--- config.mk ---
export PLATFORM = sky130hd
export DESIGN_NAME = prc_sysconf
export DESIGN_NICKNAME = d
export VERILOG_FILES = /design/src/pkg/prc_pkg.sv /design/src/pkg/prc_bus_if.sv /design/src/verilog/prc_ahb_slave.sv /design/src/verilog/prc_sysconf.sv
export VERILOG_INCLUDE_DIRS = /design/src /design/src/pkg
export SDC_FILE = /design/constraint.sdc
export NUM_CORES = 1
export LEC_CHECK = 0
export ABC_AREA = 1
export BUFFER_PORTS_ARGS = -buffer_cell sky130_fd_sc_hd__buf_2
export CAP_MARGIN = 20
export CORE_ASPECT_RATIO = 0.6
export CORE_MARGIN = 4
export CORE_UTILIZATION = 26
export CTS_BUF_LIST = sky130_fd_sc_hd__clkbuf_8 sky130_fd_sc_hd__clkbuf_16
export DETAILED_ROUTE_END_ITERATION = 6
export SLEW_MARGIN = 20
export SYNTH_ARGS = -nofsm -noshare
export SYNTH_HDL_FRONTEND = slang
export SYNTH_SLANG_ARGS = --single-unit
export TNS_END_PERCENT = 1
--- constraint.sdc ---
create_clock -name core_clk_i -period 2 [get_ports core_clk_i]
set_input_delay 0.4 -clock core_clk_i [delete_from_list [all_inputs] [get_ports core_clk_i]]
set_output_delay 0.4 -clock core_clk_i [all_outputs]
set_load 0.05 [all_outputs]
--- src/pkg/prc_regs.svh ---
// Purpose: register map and reset constants
// Assumes: byte addresses on 32-bit words
// Notes: field positions are bit indices
`ifndef PRC_REGS_SVH
`define PRC_REGS_SVH
`define PRC_A_PRST 32'h4004_8004
`define PRC_A_PLLC 32'h4004_8008
`define PRC_A_PLLS 32'h4004_800C
`define PRC_A_OSCC 32'h4004_8020
`define PRC_A_ISTA 32'h4004_80F0
`define PRC_A_IMSK 32'h4004_80F4
`define PRC_B_SPI0 0
`define PRC_B_I2C 1
`define PRC_B_SPI1 2
`define PRC_B_CAN 3
`define PRC_F_PRST 3:0
`define PRC_F_FEEDBACK_DIVIDER_FIELD 4:0
`define PRC_F_PSEL 6:5
`define PRC_B_LOCK 0
`define PRC_B_BYP 0
`define PRC_B_RNG 1
`define PRC_B_GAIN 0
`define PRC_B_LOSS 1
`define PRC_F_IRQ 1:0
`define PRC_R_PRST 4'h0
`define PRC_R_FEEDBACK_DIVIDER_FIELD 5'h00
`define PRC_R_PSEL 2'h0
`define PRC_R_OSC 1'h0
`define PRC_R_LOCK 1'h0
`define PRC_R_IRQ 2'h0
`define PRC_NONSEQ 2'h2
`endif

--- src/pkg/prc_pkg.sv ---
// Purpose: shared types for the config block
// Assumes: 32-bit register words
// Notes: constants live in prc_regs.svh
package prc_pkg;
    typedef logic [31:0] prc_word_t;
    typedef enum logic [1:0] {PRC_PH_IDLE, PRC_PH_WR, PRC_PH_RD} prc_phase_t;
endpackage

--- src/pkg/prc_bus_if.sv ---
// Purpose: internal register access strobes
// Assumes: one clock
// Notes: slave side drives, register side answers
`timescale 1ns/1ps
interface prc_bus_if;
    logic wr_en;
    logic rd_en;
    prc_pkg::prc_word_t addr;
    prc_pkg::prc_word_t wdata;
    prc_pkg::prc_word_t rdata;
    modport slave (output wr_en, rd_en, addr, wdata, input rdata);
    modport regs (input wr_en, rd_en, addr, wdata, output rdata);
endinterface

--- src/verilog/prc_ahb_slave.sv ---
// Purpose: AHB-Lite slave front end
// Assumes: single word transfers only
// Notes: writes zero wait, reads one wait
`timescale 1ns/1ps
`include "prc_regs.svh"
module prc_ahb_slave (
    input wire logic core_clk_i, // clock
    input wire logic sys_rst_i, // sync reset
    input wire logic hsel_i, // select
    input wire logic [31:0] haddr_i, // address
    input wire logic [1:0] htrans_i, // transfer type
    input wire logic hwrite_i, // write
    input wire logic hready_i, // bus ready
    input wire logic [31:0] hwdata_i, // write data
    output logic [31:0] hrdata_o, // read data
    output logic hreadyout_o, // ready out
    output logic hresp_o, // response
    prc_bus_if.slave bus // register side
);
    prc_pkg::prc_phase_t phase_reg;
    logic [31:0] addr_reg;
    logic accept;

    // address phase taken
    assign accept = hsel_i && hready_i && (htrans_i == `PRC_NONSEQ);

    // =====================================
    // data phase tracking
    always_ff @(posedge core_clk_i) begin
        if (sys_rst_i) begin
            phase_reg <= prc_pkg::PRC_PH_IDLE;
        end else begin
            case (phase_reg)
                prc_pkg::PRC_PH_RD: begin
                    phase_reg <= prc_pkg::PRC_PH_IDLE; // hready low here
                end
                prc_pkg::PRC_PH_IDLE, prc_pkg::PRC_PH_WR: begin
                    if (accept) begin
                        phase_reg <= hwrite_i ? prc_pkg::PRC_PH_WR : prc_pkg::PRC_PH_RD;
                    end else begin
                        phase_reg <= prc_pkg::PRC_PH_IDLE;
                    end
                end
                default: begin
                    phase_reg <= prc_pkg::PRC_PH_IDLE;
                end
            endcase
        end
    end

    // address capture
    always_ff @(posedge core_clk_i) begin
        if (sys_rst_i) begin
            addr_reg <= 32'h0000_0000;
        end else if (accept) begin
            addr_reg <= haddr_i;
        end
    end

    // one wait state on reads
    always_ff @(posedge core_clk_i) begin
        if (sys_rst_i) begin
            hreadyout_o <= 1'h1;
        end else if (accept && !hwrite_i) begin
            hreadyout_o <= 1'h0;
        end else if (phase_reg == prc_pkg::PRC_PH_RD) begin
            hreadyout_o <= 1'h1;
        end
    end

    // read data and response
    always_ff @(posedge core_clk_i) begin
        if (sys_rst_i) begin
            hrdata_o <= 32'h0000_0000;
            hresp_o <= 1'h0;
        end else begin
            hresp_o <= 1'h0; // always okay
            if (phase_reg == prc_pkg::PRC_PH_RD) begin
                hrdata_o <= bus.rdata;
            end
        end
    end

    // strobes toward the registers
    assign bus.wr_en = (phase_reg == prc_pkg::PRC_PH_WR);
    assign bus.rd_en = (phase_reg == prc_pkg::PRC_PH_RD);
    assign bus.addr = addr_reg;
    assign bus.wdata = hwdata_i;
endmodule

--- src/verilog/prc_sysconf.sv ---
// Purpose: peripheral reset, PLL divider and
//   oscillator configuration registers
// Assumes: pll_lock_i synchronous to core_clk_i
// Notes: outputs all come from flip-flops

`timescale 1ns/1ps
`include "prc_regs.svh"

// Contract
// - A reset control bit at zero holds its peripheral in reset, at one releases it.
// - Bit 0 releases the first SPI port and resets to zero.
// - Bit 1 releases the I2C port and resets to zero.
// - Bit 2 releases the second SPI port and resets to zero.
// - Bit 3 releases the CAN controller and resets to zero.
// - Feedback field bits 4:0 divide by field plus one, 1 to 32, reset zero.
// - Post field bits 6:5 give P of 1,2,4,8, ratio twice P, reset zero.
// - Status bit 0 reads the PLL lock, read only, reset zero.
// - Bypass bit 0 feeds the PLL from the crystal pin, reset zero.
// - Range bit 1 picks 1-20 or 15-25 MHz, reset zero, sent to the oscillator.
module prc_sysconf (
    input wire logic core_clk_i, // clock
    input wire logic sys_rst_i, // sync reset

    input wire logic hsel_i, // slave select
    input wire logic [31:0] haddr_i, // address
    input wire logic [1:0] htrans_i, // transfer type
    input wire logic hwrite_i, // write
    input wire logic [2:0] hsize_i, // size, word only
    input wire logic hready_i, // bus ready
    input wire logic [31:0] hwdata_i, // write data
    output logic [31:0] hrdata_o, // read data
    output logic hreadyout_o, // slave ready
    output logic hresp_o, // response

    input wire logic pll_lock_i, // pll locked

    output logic spi_port0_reset_release_o, // 1 releases
    output logic i2c_reset_release_o, // 1 releases
    output logic spi_port1_reset_release_o, // 1 releases
    output logic can_reset_release_o, // 1 releases

    output logic [4:0] feedback_divider_field_o, // raw field
    output logic [5:0] feedback_ratio_o, // field plus one
    output logic [1:0] post_div_code_o, // raw field
    output logic [4:0] post_ratio_o, // twice P
    output logic crystal_input_pin_sel_o, // bypass
    output logic osc_range_select_o, // range
    output logic irq_o // interrupt
);

    // =====================================
    // internal bus

    prc_bus_if bus ();

    prc_ahb_slave u_slave (
        .core_clk_i(core_clk_i),
        .sys_rst_i(sys_rst_i),
        .hsel_i(hsel_i),
        .haddr_i(haddr_i),
        .htrans_i(htrans_i),
        .hwrite_i(hwrite_i),
        .hready_i(hready_i),
        .hwdata_i(hwdata_i),
        .hrdata_o(hrdata_o),
        .hreadyout_o(hreadyout_o),
        .hresp_o(hresp_o),
        .bus(bus)
    );

    // =====================================
    // decode

    logic wr_prst;
    logic wr_pllc;
    logic wr_oscc;
    logic wr_ista;
    logic wr_imsk;
    logic size_unused;

    // write strobes per register
    assign wr_prst = bus.wr_en && (bus.addr == `PRC_A_PRST);
    assign wr_pllc = bus.wr_en && (bus.addr == `PRC_A_PLLC);
    assign wr_oscc = bus.wr_en && (bus.addr == `PRC_A_OSCC);
    assign wr_ista = bus.wr_en && (bus.addr == `PRC_A_ISTA);
    assign wr_imsk = bus.wr_en && (bus.addr == `PRC_A_IMSK);

    // every access is taken as a word
    assign size_unused = ^hsize_i;

    // =====================================
    // peripheral reset control

    // only bits 3:0 are stored
    always_ff @(posedge core_clk_i) begin
        if (sys_rst_i) begin
            {can_reset_release_o, spi_port1_reset_release_o,
             i2c_reset_release_o, spi_port0_reset_release_o} <= `PRC_R_PRST;
        end else if (wr_prst) begin
            spi_port0_reset_release_o <= bus.wdata[`PRC_B_SPI0];
            i2c_reset_release_o <= bus.wdata[`PRC_B_I2C];
            spi_port1_reset_release_o <= bus.wdata[`PRC_B_SPI1];
            can_reset_release_o <= bus.wdata[`PRC_B_CAN];
        end
    end

    // =====================================
    // pll divider control

    // raw fields; bits 31:7 are dropped
    always_ff @(posedge core_clk_i) begin
        if (sys_rst_i) begin
            feedback_divider_field_o <= `PRC_R_FEEDBACK_DIVIDER_FIELD;
            post_div_code_o <= `PRC_R_PSEL;
        end else if (wr_pllc) begin
            feedback_divider_field_o <= bus.wdata[`PRC_F_FEEDBACK_DIVIDER_FIELD];
            post_div_code_o <= bus.wdata[`PRC_F_PSEL];
        end
    end

    // decoded ratios, held beside the fields
    always_ff @(posedge core_clk_i) begin
        if (sys_rst_i) begin
            feedback_ratio_o <= {1'h0, `PRC_R_FEEDBACK_DIVIDER_FIELD} + 6'h01;
            post_ratio_o <= 5'h02 << `PRC_R_PSEL;
        end else if (wr_pllc) begin
            feedback_ratio_o <= {1'h0, bus.wdata[`PRC_F_FEEDBACK_DIVIDER_FIELD]} + 6'h01;
            post_ratio_o <= 5'h02 << bus.wdata[`PRC_F_PSEL];
        end
    end

    // =====================================
    // oscillator control

    // bypass steers the pll reference
    always_ff @(posedge core_clk_i) begin
        if (sys_rst_i) begin
            crystal_input_pin_sel_o <= `PRC_R_OSC;
            osc_range_select_o <= `PRC_R_OSC;
        end else if (wr_oscc) begin
            crystal_input_pin_sel_o <= bus.wdata[`PRC_B_BYP];
            osc_range_select_o <= bus.wdata[`PRC_B_RNG];
        end
    end

    // =====================================
    // pll lock status

    logic lock_reg;

    // sampled lock, not writable
    always_ff @(posedge core_clk_i) begin
        if (sys_rst_i) begin
            lock_reg <= `PRC_R_LOCK;
        end else begin
            lock_reg <= pll_lock_i;
        end
    end

    // =====================================
    // interrupts

    logic [1:0] irq_evt;
    logic [1:0] irq_clr;
    logic [1:0] irq_stat_reg;
    logic [1:0] irq_mask_reg;

    // lock gained and lock lost
    assign irq_evt[`PRC_B_GAIN] = pll_lock_i && !lock_reg;
    assign irq_evt[`PRC_B_LOSS] = !pll_lock_i && lock_reg;
    assign irq_clr = wr_ista ? bus.wdata[`PRC_F_IRQ] : 2'h0;

    // sticky status, a new event beats the clear
    always_ff @(posedge core_clk_i) begin
        if (sys_rst_i) begin
            irq_stat_reg <= `PRC_R_IRQ;
        end else begin
            irq_stat_reg <= (irq_stat_reg & ~irq_clr) | irq_evt;
        end
    end

    // mask, one enables
    always_ff @(posedge core_clk_i) begin
        if (sys_rst_i) begin
            irq_mask_reg <= `PRC_R_IRQ;
        end else if (wr_imsk) begin
            irq_mask_reg <= bus.wdata[`PRC_F_IRQ];
        end
    end

    // level output, registered
    always_ff @(posedge core_clk_i) begin
        if (sys_rst_i) begin
            irq_o <= 1'h0;
        end else begin
            irq_o <= |(irq_stat_reg & irq_mask_reg);
        end
    end

    // =====================================
    // read back

    prc_pkg::prc_word_t rd_word;

    // unused and reserved bits read zero
    always_comb begin
        rd_word = 32'h0000_0000;
        case (bus.addr)
            `PRC_A_PRST: begin
                rd_word[`PRC_F_PRST] = {can_reset_release_o, spi_port1_reset_release_o,
                                        i2c_reset_release_o, spi_port0_reset_release_o};
            end
            `PRC_A_PLLC: begin
                rd_word[`PRC_F_FEEDBACK_DIVIDER_FIELD] = feedback_divider_field_o;
                rd_word[`PRC_F_PSEL] = post_div_code_o;
            end
            `PRC_A_PLLS: begin
                rd_word[`PRC_B_LOCK] = lock_reg;
            end
            `PRC_A_OSCC: begin
                rd_word[`PRC_B_BYP] = crystal_input_pin_sel_o;
                rd_word[`PRC_B_RNG] = osc_range_select_o;
            end
            `PRC_A_ISTA: begin
                rd_word[`PRC_F_IRQ] = irq_stat_reg;
            end
            `PRC_A_IMSK: begin
                rd_word[`PRC_F_IRQ] = irq_mask_reg;
            end
            default: begin
                rd_word[0] = 1'h0 & size_unused;
            end
        endcase
    end

    assign bus.rdata = rd_word;

    // =====================================
    // assertions

    property p_rst_vals;
        @(posedge core_clk_i) sys_rst_i |=> !spi_port0_reset_release_o && !i2c_reset_release_o
            && !spi_port1_reset_release_o && !can_reset_release_o && !crystal_input_pin_sel_o
            && !osc_range_select_o && !lock_reg && (feedback_ratio_o == 6'h01);
    endproperty
    a_rst_vals: assert property (p_rst_vals) else $error("bad reset values");

    property p_spi0;
        @(posedge core_clk_i) disable iff (sys_rst_i)
        wr_prst |=> spi_port0_reset_release_o == $past(bus.wdata[0]);
    endproperty
    a_spi0: assert property (p_spi0) else $error("spi0 release wrong");

    property p_i2c;
        @(posedge core_clk_i) disable iff (sys_rst_i)
        wr_prst |=> i2c_reset_release_o == $past(bus.wdata[1]);
    endproperty
    a_i2c: assert property (p_i2c) else $error("i2c release wrong");

    property p_spi1_hold;
        @(posedge core_clk_i) disable iff (sys_rst_i)
        !wr_prst |=> $stable(spi_port1_reset_release_o);
    endproperty
    a_spi1_hold: assert property (p_spi1_hold) else $error("spi1 moved");

    property p_can;
        @(posedge core_clk_i) disable iff (sys_rst_i)
        wr_prst |=> can_reset_release_o == $past(bus.wdata[3]);
    endproperty
    a_can: assert property (p_can) else $error("can release wrong");

    property p_fb_ratio;
        @(posedge core_clk_i) disable iff (sys_rst_i)
        wr_pllc |=> feedback_ratio_o == {1'h0, $past(bus.wdata[4:0])} + 6'h01;
    endproperty
    a_fb_ratio: assert property (p_fb_ratio) else $error("feedback ratio wrong");

    property p_post;
        @(posedge core_clk_i) disable iff (sys_rst_i)
        wr_pllc |=> post_ratio_o == (5'h02 << $past(bus.wdata[6:5]));
    endproperty
    a_post: assert property (p_post) else $error("post ratio wrong");

    property p_lock;
        @(posedge core_clk_i) disable iff (sys_rst_i)
        bus.rd_en && (bus.addr == `PRC_A_PLLS) |=> hrdata_o == {31'h0, $past(lock_reg)};
    endproperty
    a_lock: assert property (p_lock) else $error("lock readback wrong");

    property p_bypass;
        @(posedge core_clk_i) disable iff (sys_rst_i)
        wr_oscc ##1 !wr_oscc |-> crystal_input_pin_sel_o == $past(bus.wdata[0]);
    endproperty
    a_bypass: assert property (p_bypass) else $error("bypass wrong");

    property p_range;
        @(posedge core_clk_i) disable iff (sys_rst_i)
        wr_oscc |=> osc_range_select_o == $past(bus.wdata[1]);
    endproperty
    a_range: assert property (p_range) else $error("range wrong");

    property p_resv;
        @(posedge core_clk_i) disable iff (sys_rst_i)
        bus.rd_en |=> hrdata_o[31:7] == 25'h0;
    endproperty
    a_resv: assert property (p_resv) else $error("reserved bits set");

    property p_irq;
        @(posedge core_clk_i) disable iff (sys_rst_i)
        irq_evt[0] && irq_mask_reg[0] |=> ##1 irq_o;
    endproperty
    a_irq: assert property (p_irq) else $error("lock irq missing");

endmodule

==> out/results.txt, run 1 <==
total length of routed wires - 8.234 mm
RSZ-0062 raised after global routing - no
Num CTS Buffers - 9
HPWL Detailed - 6.307 mm
Primary FF master, synth - dfxtp_1
clock-pin slew on the worst setup and hold paths - 0.06 ns
DRC viols - 0
top post-synthesis cells by area - dfxtp_1 (43%), nor2_1 (8.5%), o21ai_1 (7.5%), nand2_1 (7.1%), buf_4 (6.7%)
DR pass1 iterations - 4
Yosys top cell area share - 0.4343
sequential-to-total area share from yosys stat - 0.4343
clk_skew - 0.008447 ns
Worst Setup End Kind - flip-flop
routability cong. - 0.8069
Die Height - 94.91 µm
delay of the slowest critical-path stage - 0.33 ns
number of global-route vias before repair - 2,827
FP Rows - 31
clock root cell - clkbuf_16
Syn Inst Count - 448
Clock Path Buffers - 2
Starting Density - 0.2687
register bit count reported by yosys - 71
final hold violations - 0
Synth warnings - 0
worst hold path type - input port to flip-flop
antenna viol nets, final - 0
period utilization - 0.8494
placed insts - 678
Sequential Area - 0.001421 mm²
WP data arrival - 1.93 ns
most numerous cell in the Yosys netlist - nor2_1
fill cell count - 1,312
LEAKAGE - 1.844 nW
hold wc startpoint - haddr_i[15]
Synth area leader - dfxtp_1
Via Count - 2,874
via/cell ratio - 4.141
Post-CTS Setup Bufs - 0
syn_area_per_cell - 7.306 µm²
VDD IR max - 0.3638 mV
CTS tree - done
Crit. Startpoint - u_slave.bus.addr[30]
max_cap viols - 0
clock latency at the later pin of the worst-skew pair - 0.34 ns
post-CTS resize count - 0
GRT overflow - 0
GRT Total Usage - 0.1163
status - completed
placeable core region - 0.01218 mm²
final setup TNS - 0 ns
Min Clock Period, post-route - 1.699 ns
Port Buf Inserts - 78
Max FO, Critical Path - 17
layout cell share with drive strength beyond 1 - 0.2703
initial antenna violation count - 0
most used cell, CP - nand2_1
max-slew violations - 0
CP Class - flip-flop to flip-flop
Max Freq - 588.7 MHz
total clock sinks - 71
post-DR wirelength/cell - 11.86 µm
max FFs per register - 32
final worst slack - 0.3013 ns
Ports - 134
Yosys cell types - 34
FF-to-FF Start - u_slave.bus.addr[30]
Multi-input gate area - 0.001483 mm²
die area - 0.01451 mm²
synth cell count leaders - nor2_1 (74), dfxtp_1 (71), nand2_1 (62)
EDFF count, synth - 0
H-tree levels - 3
antenna cell count - 0
final-stage net count - 600
Final setup viols - 0
Synth Cell Area - 0.003273 mm²
Req. time, crit path - 2.23 ns
die width - 152.9 µm
initial DRC count - 106
non-filler cells, final - 694
Slowest-stage cell, CP - dfxtp_1
async set-reset flop share out of synthesis - 0
Synth-to-Final Area Change - 23.47%
global-route wire length before repair - 13.34 mm
largest net degree at the start of global routing - 59
power per cell area - 837.9 mW/mm²
CP cell instances - nand2_1, nor2_2, nand2_1, nor2_4, nand2_4, nor2_8, nand2_1, nand2_1, nor2_1
hold_buf cts - 0
Worst Setup Start Kind - flip-flop
Setup WS pre-CTS - 0.3045 ns
-- kinds of logic after synthesis --
family,after synthesis,share of synthesized area
other,1,0.001146
xor gates and xnor gates,2,0.005353
DFF,71,0.4342
AOI/OAI and AO/OA,98,0.1556
buffers and inverters,91,0.1426
adders and majority gates,1,0.003822
and+or+nand+nor,184,0.2573
-- routing by layer --
metal  vias up  part of all wire  track usage  wire length (µm)
met5         -                 0            0                 0
met4         0             0.010      0.03632                85
met3         8             0.053      0.04808               434
met2        62              0.43       0.1761              3549
met1      1266              0.51       0.1518              4165
li1       1538                 -            -                 -
-- area by class of cell --
cell class,count,area share
Clock inverter,7,0.01796
Multi-Input combinational cell,312,0.3669
Sequential cell,71,0.3517
Clock buffer,9,0.05573
Timing Repair Buffer,84,0.1139
Inverter,46,0.04272
Tap cell,165,0.05108
-- metrics by stage --
stage	area (µm²)	power [mW]	utilization	hold WS, ns
after floorplan	3371	1.771	-	0.4238
after global placement	3744	1.817	0.3074	0.4296
after detailed placement	3744	1.823	0.3074	0.4384
after CTS	4041	3.441	0.3318	0.2821
after global routing	4041	3.545	0.3318	0.2905
final	4041	3.386	0.3318	0.2981
-- cell usage in the layout (no fill, tap or decap), types with 3 or more instances in the layout --
cell type / instances
nor2_4: 4
o21ai_0: 5
clkbuf_16: 9
nor3_1: 3
inv_2: 18
nor2_1: 74
dfxtp_1: 71
buf_4: 4
inv_1: 28
conb_1: 27
nand3_1: 17
nor2_2: 7
o21ai_1: 49
nand2_1: 62
a21oi_1: 38
nand2_2: 7
buf_2: 78
-- power by group --
| part | leakage (nW) | switching, mW | internal (mW) | total, mW |
|---|---|---|---|---|
| logic | 1.13 | 0.245 | 0.0890 | 0.334 |
| clock network | 0.142 | 0.628 | 0.966 | 1.59 |
| registers | 0.575 | 0.0138 | 1.44 | 1.46 |
-- worst max-delay path: cells and delay by family (launching register included) --
| kind | cells | cell delay [ns] |
|---|---|---|
| flip-flops | 1 | 0.33 |
| AND/OR/NAND/NOR | 9 | 1.26 |
-- worst paths after layout --
path | endpoint | slack (ns) | cells past startpoint
max | post_div_code_o[1] | 0.30 | 9
min | u_slave.bus.addr[15] | 0.30 | 3
max reg2reg | post_div_code_o[1] | 0.30 | 9
min reg2reg | u_slave.bus.addr[14] | 0.44 | 2
(Power assumes the default switching activity.)
==> inputs of run 2 (changes only) <==
--- a/config.mk
+++ b/config.mk
@@ -6,7 +6,7 @@
 export SDC_FILE = /design/constraint.sdc
 export NUM_CORES = 1
 export LEC_CHECK = 0
-export ABC_AREA = 1
+export ABC_AREA = 0
 export BUFFER_PORTS_ARGS = -buffer_cell sky130_fd_sc_hd__buf_2
 export CAP_MARGIN = 20
 export CORE_ASPECT_RATIO = 0.6
==> constraint.sdc (replaced) <==
create_clock -name core_clk_i -period 1.4 [get_ports core_clk_i]
set_input_delay 0.28 -clock core_clk_i [delete_from_list [all_inputs] [get_ports core_clk_i]]
set_output_delay 0.28 -clock core_clk_i [all_outputs]
set_load 0.05 [all_outputs]
==> out/results.txt, run 2 <==
status - finished, violations left
failing checks - negative setup slack
global-route wire length before repair - 13.75 mm (+3.1%)
EDFF count, synth - 0 (unchanged)
Port Buf Inserts - 78 (unchanged)
Num CTS Buffers - 9 (unchanged)
RSZ-0062 raised after global routing - yes
Post-DP Area - 0.003830 mm² (+2.3%)
worst hold path type - input port to flip-flop
die area - 0.01423 mm² (-1.9%)
max FFs per register - 32 (unchanged)
routability cong. - 0.7985 (-1.0%)
register bit count reported by yosys - 71 (unchanged)
Top Layer Used - met5
Clock Path Buffers - 2 (unchanged)
Syn Inst Count - 358 (-20%)
commonest non-fill, non-tap cell in the layout - buf_2
sequential-to-total area share from yosys stat - 0.4434 (+0.009153)
M1 WL - 4.319 mm (+3.7%)
DR pass1 iterations - 5 (+1)
layout cell share with drive strength beyond 1 - 0.3261 (+0.05581)
FP Rows - 31 (unchanged)
fin area - 0.004285 mm² (+6.0%)
final core utilization - 0.3553 (+0.02343)
FF-to-FF Start - u_slave.bus.addr[29]
initial antenna violation count - 2 (+2)
via/cell ratio - 4.411 (+6.5%)
Synth Cell Area - 0.003206 mm² (-2.1%)
Req. time, crit path - 1.63 ns (-0.60 ns)
final-stage net count - 534 (-11%)
met3 wire length - 762 µm (+76%)
clock root cell - clkbuf_16
most used cells in the layout excluding fill and tap cells - buf_2 (78), nand2_1 (72), dfxtp_1 (67), a21oi_1 (39)
placeable core region - 0.01206 mm² (-0.96%)
delay of the slowest critical-path stage - 0.34 ns (about the same)
R2R Setup Slk - -0.37 ns (-0.67 ns)
largest net degree at the start of global routing - 36 (-39%)
antenna viol nets, final - 0 (unchanged)
H-tree levels - 3 (unchanged)
Critical R2R Capture - irq_stat_reg[0]
Die Height - 94.01 µm (-0.95%)
CP top delay family - simple AND/OR/NAND/NOR gates
Final setup viols - 34 (+34)
max_cap viols - 0 (unchanged)
Synth-to-Final Area Change - 33.68%
Synth warnings - 0 (unchanged)
clk_skew - 0.006332 ns (-0.002116 ns)
power per cell area - 1129 mW/mm² (+35%)
final hold violations - 0 (unchanged)
routed wl met2 - 3.610 mm (+1.7%)
initial DRC count - 165 (+56%)
CTS tree - done
syn_area_per_cell - 8.954 µm² (+23%)
HPWL Detailed - 6.678 mm (+5.9%)
CP Class - flip-flop to flip-flop
GRT Total Usage - 0.1263 (+0.009990)
Synth area leader - dfxtp_1
Starting Density - 0.2657 (-0.003009)
Yosys top cell area share - 0.4434 (+0.009153)
Worst Setup Start Kind - flip-flop
LEAKAGE - 1.765 nW (-4.3%)
async set-reset flop share out of synthesis - 0 (unchanged)
CP cell instances - nor4b_4, nand4_4, buf_4, nor4_4, nand3_1, a32o_1
CP endpoint - irq_stat_reg[0]
number of global-route vias before repair - 2,670 (-5.6%)
Ports - 134 (unchanged)
Buf+Inv Stages, Crit Path - 1 (+1)
hold_buf cts - 0 (unchanged)
clock-pin slew on the worst setup and hold paths - 0.06 ns (about the same)
final worst slack - -0.3670 ns (-0.6683 ns)
synth cell count leaders - nand2_1 (72), dfxtp_1 (71), a21oi_1 (40)
total length of routed wires - 8.765 mm (+6.4%)
Max FO, Critical Path - 3 (-14)
clock latency at the later pin of the worst-skew pair - 0.33 ns (about the same)
top post-synthesis cells by area - dfxtp_1 (44%), nand2_1 (8.4%), buf_4 (6.3%), a21oi_1 (6.2%), mux2i_1 (6.2%)
Slowest-stage cell, CP - dfxtp_2
CP Depth - 6 (-3)
DRC viols - 0 (unchanged)
Max Freq - 565.9 MHz (-3.9%)
Setup WS pre-CTS - -0.3938 ns (-0.6983 ns)
placed insts - 604 (-11%)
period utilization - 1.262 (+0.4128)
VDD IR max - 0.5137 mV (+41%)
Via Count - 2,770 (-3.6%)
cell depth of the worst flop-to-flop path - 6 (-3)
Yosys cell types - 45 (+32%)
antenna cell count - 0 (unchanged)
post-DR wirelength/cell - 13.96 µm (+18%)
GRT overflow - 0 (unchanged)
Worst Setup End Kind - flip-flop
die width - 151.3 µm (-0.98%)
max-slew violations - 0 (unchanged)
WP data arrival - 2.00 ns (+0.07 ns)
total clock sinks - 71 (unchanged)
non-filler cells, final - 628 (-9.5%)
Primary FF master, synth - dfxtp_1
Crit. Startpoint - u_slave.bus.addr[29]
Min Clock Period, post-route - 1.767 ns (+0.06831 ns)
most numerous cell in the Yosys netlist - nand2_1
## run 2: through the flow
step	setup TNS, ns	power, mW	hold slack [ns]
5_1_grt	-13.05	5.016	0.1366
6_report	-9.556	4.840	0.1418
3_3_place_gp	-8.250	2.530	0.4447
3_5_place_dp	-9.657	2.537	0.4480
4_1_cts	-8.939	4.886	0.1270
2_1_floorplan	-5.736	2.455	0.3587
## run 2: worst min-delay path by stage
stage	startpoint	to	cells past startpoint
floorplan	hwrite_i	u_slave.phase_reg[1]	1
global placement	u_slave.hrdata_o[4]	u_slave.hrdata_o[4]	2
detailed placement	u_slave.bus.addr[18]	u_slave.bus.addr[18]	2
CTS	hwrite_i	u_slave.phase_reg[1]	2
global route	hwrite_i	u_slave.phase_reg[1]	2
finish	hwrite_i	u_slave.phase_reg[1]	2
## run 2: logic make-up after synthesis
| kind of cell | Yosys count | share of synthesized area |
|---|---|---|
| flip-flops | 71 | 0.4434 |
| other | 1 | 0.001170 |
| AND/OR/NAND/NOR | 153 | 0.2771 |
| XOR/XNOR | 3 | 0.008198 |
| multiplexers | 20 | 0.06245 |
| AO/OA/AOI/OAI | 61 | 0.1112 |
| adder cells (fa/ha/maj) | 1 | 0.003903 |
| buffers and inverters | 48 | 0.09250 |
## run 2: area by class of cell
type	instances	area, µm²
multi-input cells	265	1652
well taps	165	206.4
inverters	3	11.26
clock inverters	5	56.30
clock buffers	11	252.7
repair buffers	108	680.7
flip-flops and latches	71	1426
fillers	1255	7777
## run 2: layer usage
metal / GRT usage / vias up
li1: - / 1381
met1: 0.1747 / 1286
met3: 0.05738 / 12
met2: 0.1736 / 87
met4: 0.03846 / 4
met5: 0 / -
## run 2: power by group
part / total (mW) / switching (mW) / internal [mW]
clock: 2.33 / 0.858 / 1.47
sequential: 2.08 / 0.0268 / 2.05
combinational: 0.435 / 0.306 / 0.129
## run 2: what timing repair did
item | in CTS | in global routing
gates resized for setup | 10 | 6
pin swaps | 8 | 18
endpoints found under the hold margin | 0 | 0
gates cloned | 1 | 0
setup endpoints to repair | 34 | 34
setup buffers | 3 | 4
